===== config.mk =====
export PLATFORM = sky130hd
export DESIGN_NAME = pwm_analog_output
export DESIGN_NICKNAME = d
export VERILOG_FILES = /design/src/design/pwm_analog_output_pkg.sv /design/src/design/tick_link_if.sv /design/src/design/pwm_tick_divider.sv /design/src/design/pwm_analog_output.sv
export SDC_FILE = /design/constraint.sdc
export NUM_CORES = 1
export LEC_CHECK = 0
export BUFFER_PORTS_ARGS = -buffer_cell sky130_fd_sc_hd__clkbuf_2
export CORE_MARGIN = 2
export CORE_UTILIZATION = 55
export DETAILED_ROUTE_END_ITERATION = 12
export PLACE_DENSITY = 0.75
export SYNTH_ARGS = -nofsm -noshare
export SYNTH_HDL_FRONTEND = slang
export SYNTH_SLANG_ARGS = --single-unit

===== constraint.sdc =====
create_clock -name CLOCK -period 9.9 [get_ports CLOCK]
set_clock_uncertainty 0.15 [all_clocks]
set_input_delay 0.495 -clock CLOCK [delete_from_list [all_inputs] [get_ports CLOCK]]
set_output_delay 0.495 -clock CLOCK [all_outputs]
set_load 0.02 [all_outputs]

===== src/design/pwm_analog_output_pkg.sv =====
// Constants, register map and types for the PWM analogue output generator
package pwm_analog_output_pkg;

  // Clock and base tick rates
  localparam int unsigned CLOCK_HZ      = 40000000;
  localparam int unsigned BASE_TICK_HZ  = 921600;
  localparam int unsigned ACC_WIDTH     = 26;
  localparam logic [25:0] TICK_STEP     = 26'(BASE_TICK_HZ);
  localparam logic [25:0] TICK_MODULUS  = 26'(CLOCK_HZ);

  // Register bus geometry
  localparam int unsigned ADDR_WIDTH    = 8;
  localparam int unsigned DATA_WIDTH    = 32;
  localparam int unsigned LEVEL_WIDTH   = 16;

  // Register byte offsets
  localparam logic [7:0]  REG_LEVEL      = 8'h00;
  localparam logic [7:0]  REG_RESOLUTION = 8'h04;
  localparam logic [7:0]  REG_FUNCTION   = 8'h08;
  localparam logic [7:0]  REG_STATUS     = 8'h0c;
  localparam logic [7:0]  REG_MASK       = 8'h10;
  localparam logic [7:0]  REG_STATE      = 8'h14;
  localparam logic [7:0]  REG_COUNT      = 8'h18;
  localparam logic [7:0]  REG_PERIODS    = 8'h1c;

  // Values after reset
  localparam logic [15:0] LEVEL_RESET      = 16'h0000;
  localparam logic [4:0]  RESOLUTION_RESET = 5'h08;
  localparam logic [3:0]  FUNCTION_RESET   = 4'h1;
  localparam logic [2:0]  MASK_RESET       = 3'h0;

  // Field values and limits
  localparam logic [3:0]  FUNCTION_PWM     = 4'h7;
  localparam logic [4:0]  RESOLUTION_MIN   = 5'h01;
  localparam logic [4:0]  RESOLUTION_MAX   = 5'h10;

  // Status bit positions
  localparam int unsigned STATUS_WIDTH     = 3;
  localparam int unsigned ST_LEVEL_ERROR   = 0;
  localparam int unsigned ST_RES_ERROR     = 1;
  localparam int unsigned ST_PERIOD_END    = 2;

  // State register bit positions
  localparam int unsigned STATE_ENABLED    = 0;
  localparam int unsigned STATE_OUTPUT     = 1;
  localparam int unsigned STATE_RANGE_OK   = 2;

  typedef enum logic [1:0] {
    GEN_IDLE = 2'b00,
    GEN_HIGH = 2'b01,
    GEN_LOW  = 2'b10
  } gen_state_type;

endpackage


===== src/design/tick_link_if.sv =====
// Interface carrying the base tick from the divider to the generator
`timescale 1ns/1ps
`default_nettype none
interface tick_link_if;
  logic tick;
  modport source (output tick);
  modport sink   (input  tick);
endinterface
`default_nettype wire


===== src/design/pwm_tick_divider.sv =====
// Fractional divider making the base tick from the system clock
`timescale 1ns/1ps
`default_nettype none
module pwm_tick_divider
  import pwm_analog_output_pkg::*;
(
  input  wire logic   clock,
  input  wire logic   rst_b,
  tick_link_if.source link
);

  logic [25:0] acc;
  logic [26:0] sum;
  logic        wrap;

  // Phase accumulator: one tick per modulus crossing, average rate exact
  assign sum  = {1'b0, acc} + {1'b0, TICK_STEP};
  assign wrap = sum >= {1'b0, TICK_MODULUS};

  always_ff @(posedge clock or negedge rst_b) begin
    if (!rst_b) begin
      acc       <= 26'h0000000;
      link.tick <= 1'b0;
    end else begin
      acc       <= wrap ? 26'(sum - {1'b0, TICK_MODULUS}) : sum[25:0];
      link.tick <= wrap;
    end
  end

endmodule
`default_nettype wire


===== src/design/pwm_analog_output.sv =====
// PWM analogue output generator with register port and interrupt
//
// Behaviour
// - Level accepts 0 to 65535; filtered mean spans 0.00 to 5.00 V.
// - Resolution comes from the resolution register, 1 to 16 bits.
// - At n bits the usable level span is 0 to 2^n minus 1.
// - Repetition is 460800 Hz at 1 bit, halving per bit, 14.06 Hz at 16.
// - Output active only while function select holds 7.
// - A level write beyond the current span flags an error.
// - Level writes are accepted in every operating mode.
//
// The register offsets and the address-and-strobe port were chosen for this implementation.
`timescale 1ns/1ps
`default_nettype none
module pwm_analog_output
  import pwm_analog_output_pkg::*;
#(
  parameter int unsigned LEVEL_BITS = LEVEL_WIDTH
)
(
  input  wire logic                  CLOCK,
  input  wire logic                  RST_B,
  input  wire logic [ADDR_WIDTH-1:0] ADDR,
  input  wire logic [DATA_WIDTH-1:0] WDATA,
  input  wire logic                  WR,
  input  wire logic                  RD,
  output var  logic [DATA_WIDTH-1:0] RDATA,
  output var  logic                  ANALOG_OUT,
  output var  logic                  IRQ
);

  // Base tick from the fractional divider
  tick_link_if tick_link ();

  pwm_tick_divider u_divider (
    .clock (CLOCK),
    .rst_b (RST_B),
    .link  (tick_link.source)
  );

  logic                    tick;
  assign tick = tick_link.tick;

  // Software registers
  logic [LEVEL_BITS-1:0]   analog_out_level;
  logic [4:0]              pwm_resolution_bits;
  logic [3:0]              timer2_function_select;
  logic [STATUS_WIDTH-1:0] status;
  logic [STATUS_WIDTH-1:0] mask;

  // Generator state
  gen_state_type           state;
  gen_state_type           next_state;
  logic [LEVEL_BITS-1:0]   count;
  logic [LEVEL_BITS-1:0]   next_count;
  logic [LEVEL_BITS-1:0]   shadow_level;
  logic [LEVEL_BITS-1:0]   next_shadow_level;
  logic [15:0]             periods;
  logic [STATUS_WIDTH-1:0] next_status;
  logic [DATA_WIDTH-1:0]   read_value;

  // Address decode
  logic wr_level;
  logic wr_resolution;
  logic wr_function;
  logic wr_status;
  logic wr_mask;

  assign wr_level      = WR && (ADDR == REG_LEVEL);
  assign wr_resolution = WR && (ADDR == REG_RESOLUTION);
  assign wr_function   = WR && (ADDR == REG_FUNCTION);
  assign wr_status     = WR && (ADDR == REG_STATUS);
  assign wr_mask       = WR && (ADDR == REG_MASK);

  // Span mask: bit i set when i is below the resolution, i.e. 2^n - 1
  logic [LEVEL_BITS-1:0] span_mask;

  genvar bit_index;
  generate
    for (bit_index = 0; bit_index < LEVEL_BITS; bit_index++) begin : g_span
      assign span_mask[bit_index] = 5'(bit_index) < pwm_resolution_bits;
    end
  endgenerate

  // Range checks on incoming writes and on the stored level
  logic [LEVEL_BITS-1:0] write_level;
  logic [4:0]            write_resolution;
  logic                  level_in_range;
  logic                  resolution_valid;
  logic                  stored_in_range;

  assign write_level      = WDATA[LEVEL_BITS-1:0];
  assign write_resolution = WDATA[4:0];
  assign level_in_range   = ((write_level & ~span_mask) == '0)
                            && (WDATA[DATA_WIDTH-1:LEVEL_BITS] == '0);
  assign resolution_valid = (write_resolution >= RESOLUTION_MIN)
                            && (write_resolution <= RESOLUTION_MAX)
                            && (WDATA[DATA_WIDTH-1:5] == '0);
  assign stored_in_range  = (analog_out_level & ~span_mask) == '0;

  // Events
  logic ev_level_error;
  logic ev_res_error;
  logic ev_period_end;
  logic enabled;
  logic period_last;
  logic leave_high;
  logic [LEVEL_BITS-1:0] count_inc;

  assign ev_level_error = wr_level && !level_in_range;
  assign ev_res_error   = wr_resolution && !resolution_valid;
  assign enabled        = timer2_function_select == FUNCTION_PWM;
  assign period_last    = count >= span_mask;
  assign count_inc      = count + LEVEL_BITS'(1);
  assign leave_high     = count_inc >= shadow_level;
  assign ev_period_end  = tick && (state != GEN_IDLE) && enabled && period_last;

  // Level register: any mode, value kept even when out of span
  always_ff @(posedge CLOCK or negedge RST_B) begin
    if (!RST_B) begin
      analog_out_level <= LEVEL_RESET;
    end else if (wr_level) begin
      analog_out_level <= write_level;
    end
  end

  // Resolution register: out-of-range writes leave the old value
  always_ff @(posedge CLOCK or negedge RST_B) begin
    if (!RST_B) begin
      pwm_resolution_bits <= RESOLUTION_RESET;
    end else if (wr_resolution && resolution_valid) begin
      pwm_resolution_bits <= write_resolution;
    end
  end

  // Function select register
  always_ff @(posedge CLOCK or negedge RST_B) begin
    if (!RST_B) begin
      timer2_function_select <= FUNCTION_RESET;
    end else if (wr_function) begin
      timer2_function_select <= WDATA[3:0];
    end
  end

  // Interrupt mask register
  always_ff @(posedge CLOCK or negedge RST_B) begin
    if (!RST_B) begin
      mask <= MASK_RESET;
    end else if (wr_mask) begin
      mask <= WDATA[STATUS_WIDTH-1:0];
    end
  end

  // Sticky status: write one clears, a same-cycle event wins
  logic [STATUS_WIDTH-1:0] status_clear;
  logic [STATUS_WIDTH-1:0] status_set;

  assign status_clear = wr_status ? WDATA[STATUS_WIDTH-1:0] : '0;
  assign status_set   = {ev_period_end, ev_res_error, ev_level_error};
  assign next_status  = (status & ~status_clear) | status_set;

  always_ff @(posedge CLOCK or negedge RST_B) begin
    if (!RST_B) begin
      status <= '0;
      IRQ    <= 1'b0;
    end else begin
      status <= next_status;
      IRQ    <= |(next_status & mask);
    end
  end

  // Generator state machine
  always_comb begin
    next_state        = state;
    next_count        = count;
    next_shadow_level = shadow_level;
    case (state)
      GEN_IDLE: begin
        next_count = '0;
        if (enabled) begin
          next_shadow_level = analog_out_level;
          next_state        = (analog_out_level != '0) ? GEN_HIGH : GEN_LOW;
        end
      end
      GEN_HIGH, GEN_LOW: begin
        if (!enabled) begin
          next_state = GEN_IDLE;
          next_count = '0;
        end else if (tick) begin
          if (period_last) begin
            // New period: take the latest level so edits never cut a pulse
            next_count        = '0;
            next_shadow_level = analog_out_level;
            next_state        = (analog_out_level != '0) ? GEN_HIGH : GEN_LOW;
          end else begin
            next_count = count_inc;
            if (state == GEN_HIGH && leave_high) begin
              next_state = GEN_LOW;
            end
          end
        end
      end
      default: begin
        next_state = GEN_IDLE;
        next_count = '0;
      end
    endcase
  end

  always_ff @(posedge CLOCK or negedge RST_B) begin
    if (!RST_B) begin
      state        <= GEN_IDLE;
      count        <= '0;
      shadow_level <= LEVEL_RESET;
      ANALOG_OUT   <= 1'b0;
    end else begin
      state        <= next_state;
      count        <= next_count;
      shadow_level <= next_shadow_level;
      ANALOG_OUT   <= next_state == GEN_HIGH;
    end
  end

  // Completed period counter, wraps silently
  always_ff @(posedge CLOCK or negedge RST_B) begin
    if (!RST_B) begin
      periods <= 16'h0000;
    end else if (ev_period_end) begin
      periods <= periods + 16'h0001;
    end
  end

  // Read multiplexer; unmapped addresses read zero
  always_comb begin
    read_value = '0;
    case (ADDR)
      REG_LEVEL:      read_value[LEVEL_BITS-1:0]   = analog_out_level;
      REG_RESOLUTION: read_value[4:0]              = pwm_resolution_bits;
      REG_FUNCTION:   read_value[3:0]              = timer2_function_select;
      REG_STATUS:     read_value[STATUS_WIDTH-1:0] = status;
      REG_MASK:       read_value[STATUS_WIDTH-1:0] = mask;
      REG_STATE: begin
        read_value[STATE_ENABLED]  = enabled;
        read_value[STATE_OUTPUT]   = state == GEN_HIGH;
        read_value[STATE_RANGE_OK] = stored_in_range;
      end
      REG_COUNT:      read_value[LEVEL_BITS-1:0]   = count;
      REG_PERIODS:    read_value[15:0]             = periods;
      default:        read_value                   = '0;
    endcase
  end

  always_ff @(posedge CLOCK or negedge RST_B) begin
    if (!RST_B) begin
      RDATA <= '0;
    end else begin
      RDATA <= RD ? read_value : '0;
    end
  end

endmodule
`default_nettype wire


# ---- After elaboration in Yosys (flattened, before gate mapping)
# Cells that the tools add are included.
dict set report word_totals {
  reg_bits 126
  wordCells 114
}
dict set report classes {
  add_sub_neg 4
  magnitude_cmp 21
  eq_ne 16
  muxes 23
  bitwise 7
  reduce_logical 29
}
# operator count
set op_table {}
lappend op_table {{16-bit two-way mux} 9}
lappend op_table {{16-bit zero test} 3}
lappend op_table {{4-bit by 5-bit less-than comparator with 1-bit output (first input constant)} 8}
lappend op_table {{11-bit one-hot mux with 3 select lines} 1}
lappend op_table {{16-bit by 1-bit adder with 16-bit output (second input constant)} 2}
lappend op_table {{16-bit AND} 2}
lappend op_table {{8-bit by 5-bit == test with 1-bit output (second input constant)} 4}
lappend op_table {{16-bit >= comparator} 2}
lappend op_table {{16-bit one-hot mux with 2 select lines} 1}
lappend op_table {{26-bit by 20-bit adder with 27-bit output (second input constant)} 1}
lappend op_table {{27-bit by 26-bit >= comparator with 1-bit output (second input constant)} 1}
lappend op_table {{27-bit zero test} 1}
lappend op_table {{26-bit two-way mux} 1}
lappend op_table {{26-bit subtractor (second input constant)} 1}
lappend op_table {{3-bit one-hot mux with 8 select lines} 1}
lappend op_table {{3-bit by 5-bit less-than comparator with 1-bit output (first input constant)} 4}
lappend op_table {{8-bit by 4-bit == test with 1-bit output (second input constant)} 2}
lappend op_table {{16-bit inverter} 1}
lappend op_table {{16-bit nonzero test} 1}
lappend op_table {{1-bit logical AND} 15}
lappend op_table {{2-bit two-way mux} 6}
lappend op_table {{1-bit by 5-bit less-than comparator with 1-bit output (first input constant)} 2}
lappend op_table {{2-bit by 5-bit less-than comparator with 1-bit output (first input constant)} 2}
lappend op_table {{8-bit by 3-bit == test with 1-bit output (second input constant)} 1}
lappend op_table {{other kinds (22)} 28}

# ---- Depth between registers and ports, before layout
dict set report depth {
  ltp_word 10
  mapped_depth 16
  mapped_depth_nobuf 16
}

# ---- Modules after synthesis
# Synthesis repeated with hierarchy kept, for this count alone.
dict set report hier_totals {
  cells_unflattened 800
  area_unflattened_um2 7649.8
}
# mod n_inst cells_each area_each_um2
set by_module_without_submodules {}
lappend by_module_without_submodules {pwm_analog_output 1 626 6075.8}
lappend by_module_without_submodules {pwm_tick_divider 1 174 1574.0}

# ---- Worst setup path before layout
# No wires, ideal clock.
dict set report synth_path {
  kind {register to register}
  startpoint {register count[0]}
  endpoint {register ANALOG_OUT}
  setup_time_ps 94
  t_arrival_ps 3125
  t_required_ps 9656
  slack_ps 6531
  path_stages_with_launch 17
  path_cell_list {dfrtp_1 > ha_1 > nand3_1 > nor2_1 > and3_1 > and3_1 > nand3_1 > xnor2_1 > ha_1 > a21o_1 > a21oi_1 > nor3b_1 > o21ai_0 > o211ai_1 > o21ai_0 > a22o_1 > a211oi_1}
}
dict set report synth_via {
  elab_chain_cells 9
  word_cells_on_any_way 10
}
# item line
set synth_rtl {}
lappend synth_rtl {{start: declaration} pwm_analog_output.sv:54} ;# logic [LEVEL_BITS-1:0] count;
lappend synth_rtl {{start signal: assignment} pwm_analog_output.sv:218} ;# count <= next_count;
lappend synth_rtl {{16-bit by 1-bit adder with 16-bit output} pwm_analog_output.sv:114} ;# assign count_inc = count + LEVEL_BITS'(1);
lappend synth_rtl {{16-bit >= comparator} pwm_analog_output.sv:115} ;# assign leave_high = count_inc >= shadow_level;
lappend synth_rtl {{1-bit logical AND} pwm_analog_output.sv:197} ;# if (state == GEN_HIGH && leave_high) begin
lappend synth_rtl {{2-bit two-way mux} pwm_analog_output.sv:197}
lappend synth_rtl {{2-bit two-way mux *} pwm_analog_output.sv:190} ;# if (period_last) begin
lappend synth_rtl {{2-bit two-way mux *} pwm_analog_output.sv:189} ;# end else if (tick) begin
lappend synth_rtl {{2-bit two-way mux *} pwm_analog_output.sv:186} ;# if (!enabled) begin
lappend synth_rtl {{2-bit one-hot mux with 2 select lines *} pwm_analog_output.sv:177} ;# case (state)
lappend synth_rtl {{2-bit by 1-bit == test with 1-bit output *} pwm_analog_output.sv:220} ;# ANALOG_OUT <= next_state == GEN_HIGH;
lappend synth_rtl {{end signal: assignment} pwm_analog_output.sv:215} ;# ANALOG_OUT <= 1'b0;
lappend synth_rtl {{end signal: assignment} pwm_analog_output.sv:220}
lappend synth_rtl {{end: declaration} pwm_analog_output.sv:28} ;# output var logic ANALOG_OUT,
# Mark *: on every way between the ends. The rest lies on a longest branch, timed or not.
# A chain may end at the register's enable or synchronous reset.

# ---- Worst setup path after layout
dict set report layout_path {
  startpoint {register pwm_resolution_bits[2]}
  endpoint {register shadow_level[1]}
}
dict set report layout_via {
  elab_chain_cells 4
  word_cells_on_any_way 19
}
# item line
set layout_rtl {}
lappend layout_rtl {{start: declaration} pwm_analog_output.sv:46} ;# logic [4:0] pwm_resolution_bits;
lappend layout_rtl {{start signal: assignment} pwm_analog_output.sv:132} ;# pwm_resolution_bits <= write_resolution;
lappend layout_rtl {{1-bit by 5-bit less-than comparator with 1-bit output (tied with other cells)} pwm_analog_output.sv:81} ;# assign span_mask[bit_index] = 5'(bit_index) < pwm_resolution_bits;
lappend layout_rtl {{16-bit >= comparator *} pwm_analog_output.sv:113} ;# assign period_last = count >= span_mask;
lappend layout_rtl {{2-bit inequality test (no line) *} --}
lappend layout_rtl {{5-bit AND reduction (no line) *} --}
lappend layout_rtl {{end signal: assignment} pwm_analog_output.sv:219} ;# shadow_level <= next_shadow_level;
lappend layout_rtl {{end: declaration} pwm_analog_output.sv:56} ;# logic [LEVEL_BITS-1:0] shadow_level;
# Marked as above.

==> results.md <==
* Worst Reg-to-Reg Cells at 11
* Period minus WS final at 4.03 ns
* Area of the die at 14500 µm²
* Worst Setup Path Type: reg2reg
* Largest net degree at the start of global routing at 71
* Yosys top cell by area: dfrtp_1
* Ant. Diodes at 0
* Initial antenna violation count at 0
* Antenna viol nets, final at 0
* Skew-Pair Late Insertion Delay at 0.42 ns
* Critical path origin: pwm_resolution_bits[2]$_DFFE_PN0P_
* GR peak layer: met2
* Pwr dens at 138 nW/µm²
* CTS tree: yes
* Cell area after synthesis at 7430 µm²
* DRT Wirelength at about 19000 µm
* Die Y at 120 µm
* Share of flip-flops with an asynchronous set or reset at 1.00
* Seq/Total Area, Yosys at 0.394
* CP startpoint kind: flip-flop
* Gr usage total at 0.284
* Post-Syn Instances at 774
* Setup Viol. Count Final at 0
* Final hold vios at 0
* CP max FO at 17
* Clock Path Buffers at 2
* CP max stage delay at 0.97 ns
* Residual DRC at 0
* Worst vdd ir at 0.105 mV
* Global Route met1 Usage at 0.389
* Quantity of hold-fixing buffers added after cts at 0
* Worst path depth at 11
* Seq cells post-synth at between 100 and 150
* Arrival time at the worst endpoint at 4.18 ns
* Post-synth top area share at 0.387
* Syn-to-layout area delta at 12.3%
* Max Freq at 0.248 GHz
* Grt ovf at 0
* Vias in the first global route at 5968
* Slew @ Worst Pin at 1.28 ns
* Buf/Inv on CP at 0
* Library cells used by synthesis at ~80
* Clk sinks at 117
* Worst reg-to-reg setup slack at 5.87 ns
* Slew HR at 0.145
* Dpl cells at 982
* Share of layout cells above drive strength 1 at 0.186
* Fin nets at 910
* CP Capture Type: flip-flop
* Gpl congestion at ~0.94
* Number of H-tree levels at 4
* Slowest cell on crit path: nor2_1
* Met3 usage at 0.0519
* First-pass GRT wire length at roughly 32000 µm
* Hold Path Class: in2async
* Ports at 78
* CP most frequent cell: a21o_1
* Number of synthesis warnings at 0
* Largest delay share family, worst path: compound AO/OA/AOI/OAI gates
* Status: completed
* Period utilization at 0.407
* Clock transition at the registers of the reported paths at 0.06 ns
* Total CTS buffers at 17
* Syn_area_per_cell at 9.60 µm²
* Reg-to-reg critical path endpoint: shadow_level[1]$_DFFE_PN0P_
* Routed vias at roughly 6100
* Worst path cell trace: o21a_1 > a211oi_1 > ha_1 > a21o_1 > a21o_1 > a21oi_1 > and2_1 > a21boi_0 > a41oi_1 > nor2_1 > mux2_2
* Setup repair bufs after CTS at 0
* First drt pass iteration count at 5
* Met2 usage at 0.446
* Routed WL per cell at 19.1 µm
* Static leakage at approximately 4.1 nW
* Die W at roughly 120 µm
* Initial core utilization at 0.563
* Iteration-0 DRC Markers at 520
* Core Rows at 42
* Fin. max-slew vios at 0
* CP required at 10.05 ns
* Finished Layout Cells at 1014
* Hpwl dp at 14400 µm
* Max cap viols at 0
* Final TNS setup at 0 ns
* Post-CTS sizing at 0
* Root buf cell: clkbuf_16
* Synth area leaders: dfrtp_1 (39%), ha_1 (6.9%), mux2_2 (6.1%)
* CORE AREA at 13200 µm²
* DR vias/cell at between 6 and 7
* RSZ-0062 raised after global routing: false
* PortBufs at between 60 and 70
* Top FF cell, synth: dfrtp_1
* Number of flops mapped to enable cells by yosys at 0
* Worst r2r src: pwm_resolution_bits[2]$_DFFE_PN0P_
-- cells by family (layout without fill, tap and decap cells) --
kind of cell	count (synthesis)	after routing	synth area share
compound gates	177	177	0.161
mux	59	59	0.0879
xor+xnor	54	54	0.0637
simple gates	240	240	0.167
fa+ha+maj	41	41	0.0691
other cells	1	16	0.000505
flops	117	117	0.394
buf+inv	85	134	0.0561
-- sequential cells by signal (all words and copies together) (netlist names) --
signal	cells
ANALOG_OUT	1
IRQ	1
RDATA	16
analog_out_level	16
count	16
mask	3
periods	16
pwm_resolution_bits	5
shadow_level	16
state	2
status	3
timer2_function_select	4
u_divider.acc	17
u_divider.link.tick	1
-- synthesized netlist by cell type (all sizes together), types with 15 or more instances --
cell type	number
clkbuf	17
a21oi	37
mux2i	18
mux2	40
a21o	15
and2	17
inv	40
o21ai	55
dfrtp	115
xnor2	28
xor2	26
ha	41
buf	28
nor2	55
nand3	25
nand2	68
and3	15
-- worst max path at each step --
stage / endpoint / slack, ns
after floorplan: ANALOG_OUT$_DFF_PN0_ / 6.53
after global placement: shadow_level[4]$_DFFE_PN0P_ / 6.09
after detailed placement: shadow_level[10]$_DFFE_PN0P_ / 5.97
after CTS: shadow_level[1]$_DFFE_PN0P_ / 5.91
after global routing: shadow_level[11]$_DFFE_PN0P_ / 5.53
final: shadow_level[1]$_DFFE_PN0P_ / 5.87
-- area by class of cell --
| type | count | area [µm²] |
|---|---|---|
| tap | 176 | 220 |
| fill | 1076 | 4850 |
| multi-input combinational | 587 | 4140 |
| clock buffer | 20 | 457 |
| clock inverter | 12 | 129 |
| sequential | 117 | 2930 |
| inverter | 40 | 155 |
| timing repair buffer | 62 | 315 |
-- metrics by stage --
| stage | util | hold WS (ns) | area, µm² | worst slack (ns) | power (mW) |
|---|---|---|---|---|---|
| after floorplan | - | 0.0494 | 7480 | 6.53 | 0.524 |
| after global placement | 0.588 | 0.321 | 7760 | 6.09 | 0.549 |
| after detailed placement | 0.588 | 0.321 | 7760 | 5.97 | 0.551 |
| after CTS | 0.633 | 0.0885 | 8340 | 5.91 | 1.15 |
| after global routing | 0.633 | 0.128 | 8340 | 5.53 | 1.18 |
| final | 0.633 | 0.0595 | 8340 | 5.87 | 1.15 |
-- power by group --
| part | switching, mW | total (mW) | internal (mW) |
|---|---|---|---|
| Combinational | 0.0323 | 0.0488 | 0.0165 |
| Sequential | 0.0100 | 0.494 | 0.484 |
| Clock | 0.224 | 0.606 | 0.382 |
| Total | 0.266 | 1.15 | 0.883 |
-- placed cells by master, fill, tap and decap left out, types with 3 or more instances in the layout --
master | Yosys | routed
nor4_1 | 10 | 10
nor3_1 | 8 | 8
a21boi_0 | 3 | 3
and4_1 | 3 | 3
or3_1 | 3 | 3
ha_1 | 41 | 41
clkinv_2 | 0 | 4
nand2b_1 | 5 | 5
o22ai_1 | 4 | 4
xor2_1 | 26 | 26
nor2b_1 | 5 | 5
mux2i_1 | 18 | 18
a31oi_1 | 5 | 5
a32o_1 | 11 | 11
clkbuf_2 | 0 | 60
nand3_1 | 24 | 24
a22oi_1 | 4 | 4
nor2_1 | 54 | 54
xnor2_1 | 28 | 28
and2_1 | 16 | 16
mux2_2 | 40 | 40
clkbuf_16 | 0 | 17
a221oi_1 | 4 | 4
a21o_1 | 15 | 15
o21a_1 | 5 | 5
inv_1 | 39 | 39
o211ai_1 | 3 | 3
a21oi_1 | 37 | 37
conb_1 | 1 | 16
nor3b_1 | 3 | 3
clkinvlp_4 | 0 | 3
dfrtp_1 | 115 | 115
o21ai_0 | 51 | 51
a211oi_1 | 4 | 4
nand2_1 | 66 | 66
and3_1 | 15 | 15
nand4_1 | 11 | 11
-- per-layer routing --
layer / wire [µm] / share of wire
met5: 0 / 0
met4: 556 / 0.029
met3: 1220 / 0.063
met2: 9180 / 0.47
met1: 8400 / 0.43
-- worst reg2reg max path: stages, from the launching register on --
cell	delay, ns
dfrtp_1	0.56
o21a_1	0.27
a211oi_1	0.38
ha_1	0.22
a21o_1	0.10
a21o_1	0.11
a21oi_1	0.08
and2_1	0.18
a21boi_0	0.28
a41oi_1	0.16
nor2_1	0.97
mux2_2	0.44
(Power assumes the default switching activity.)
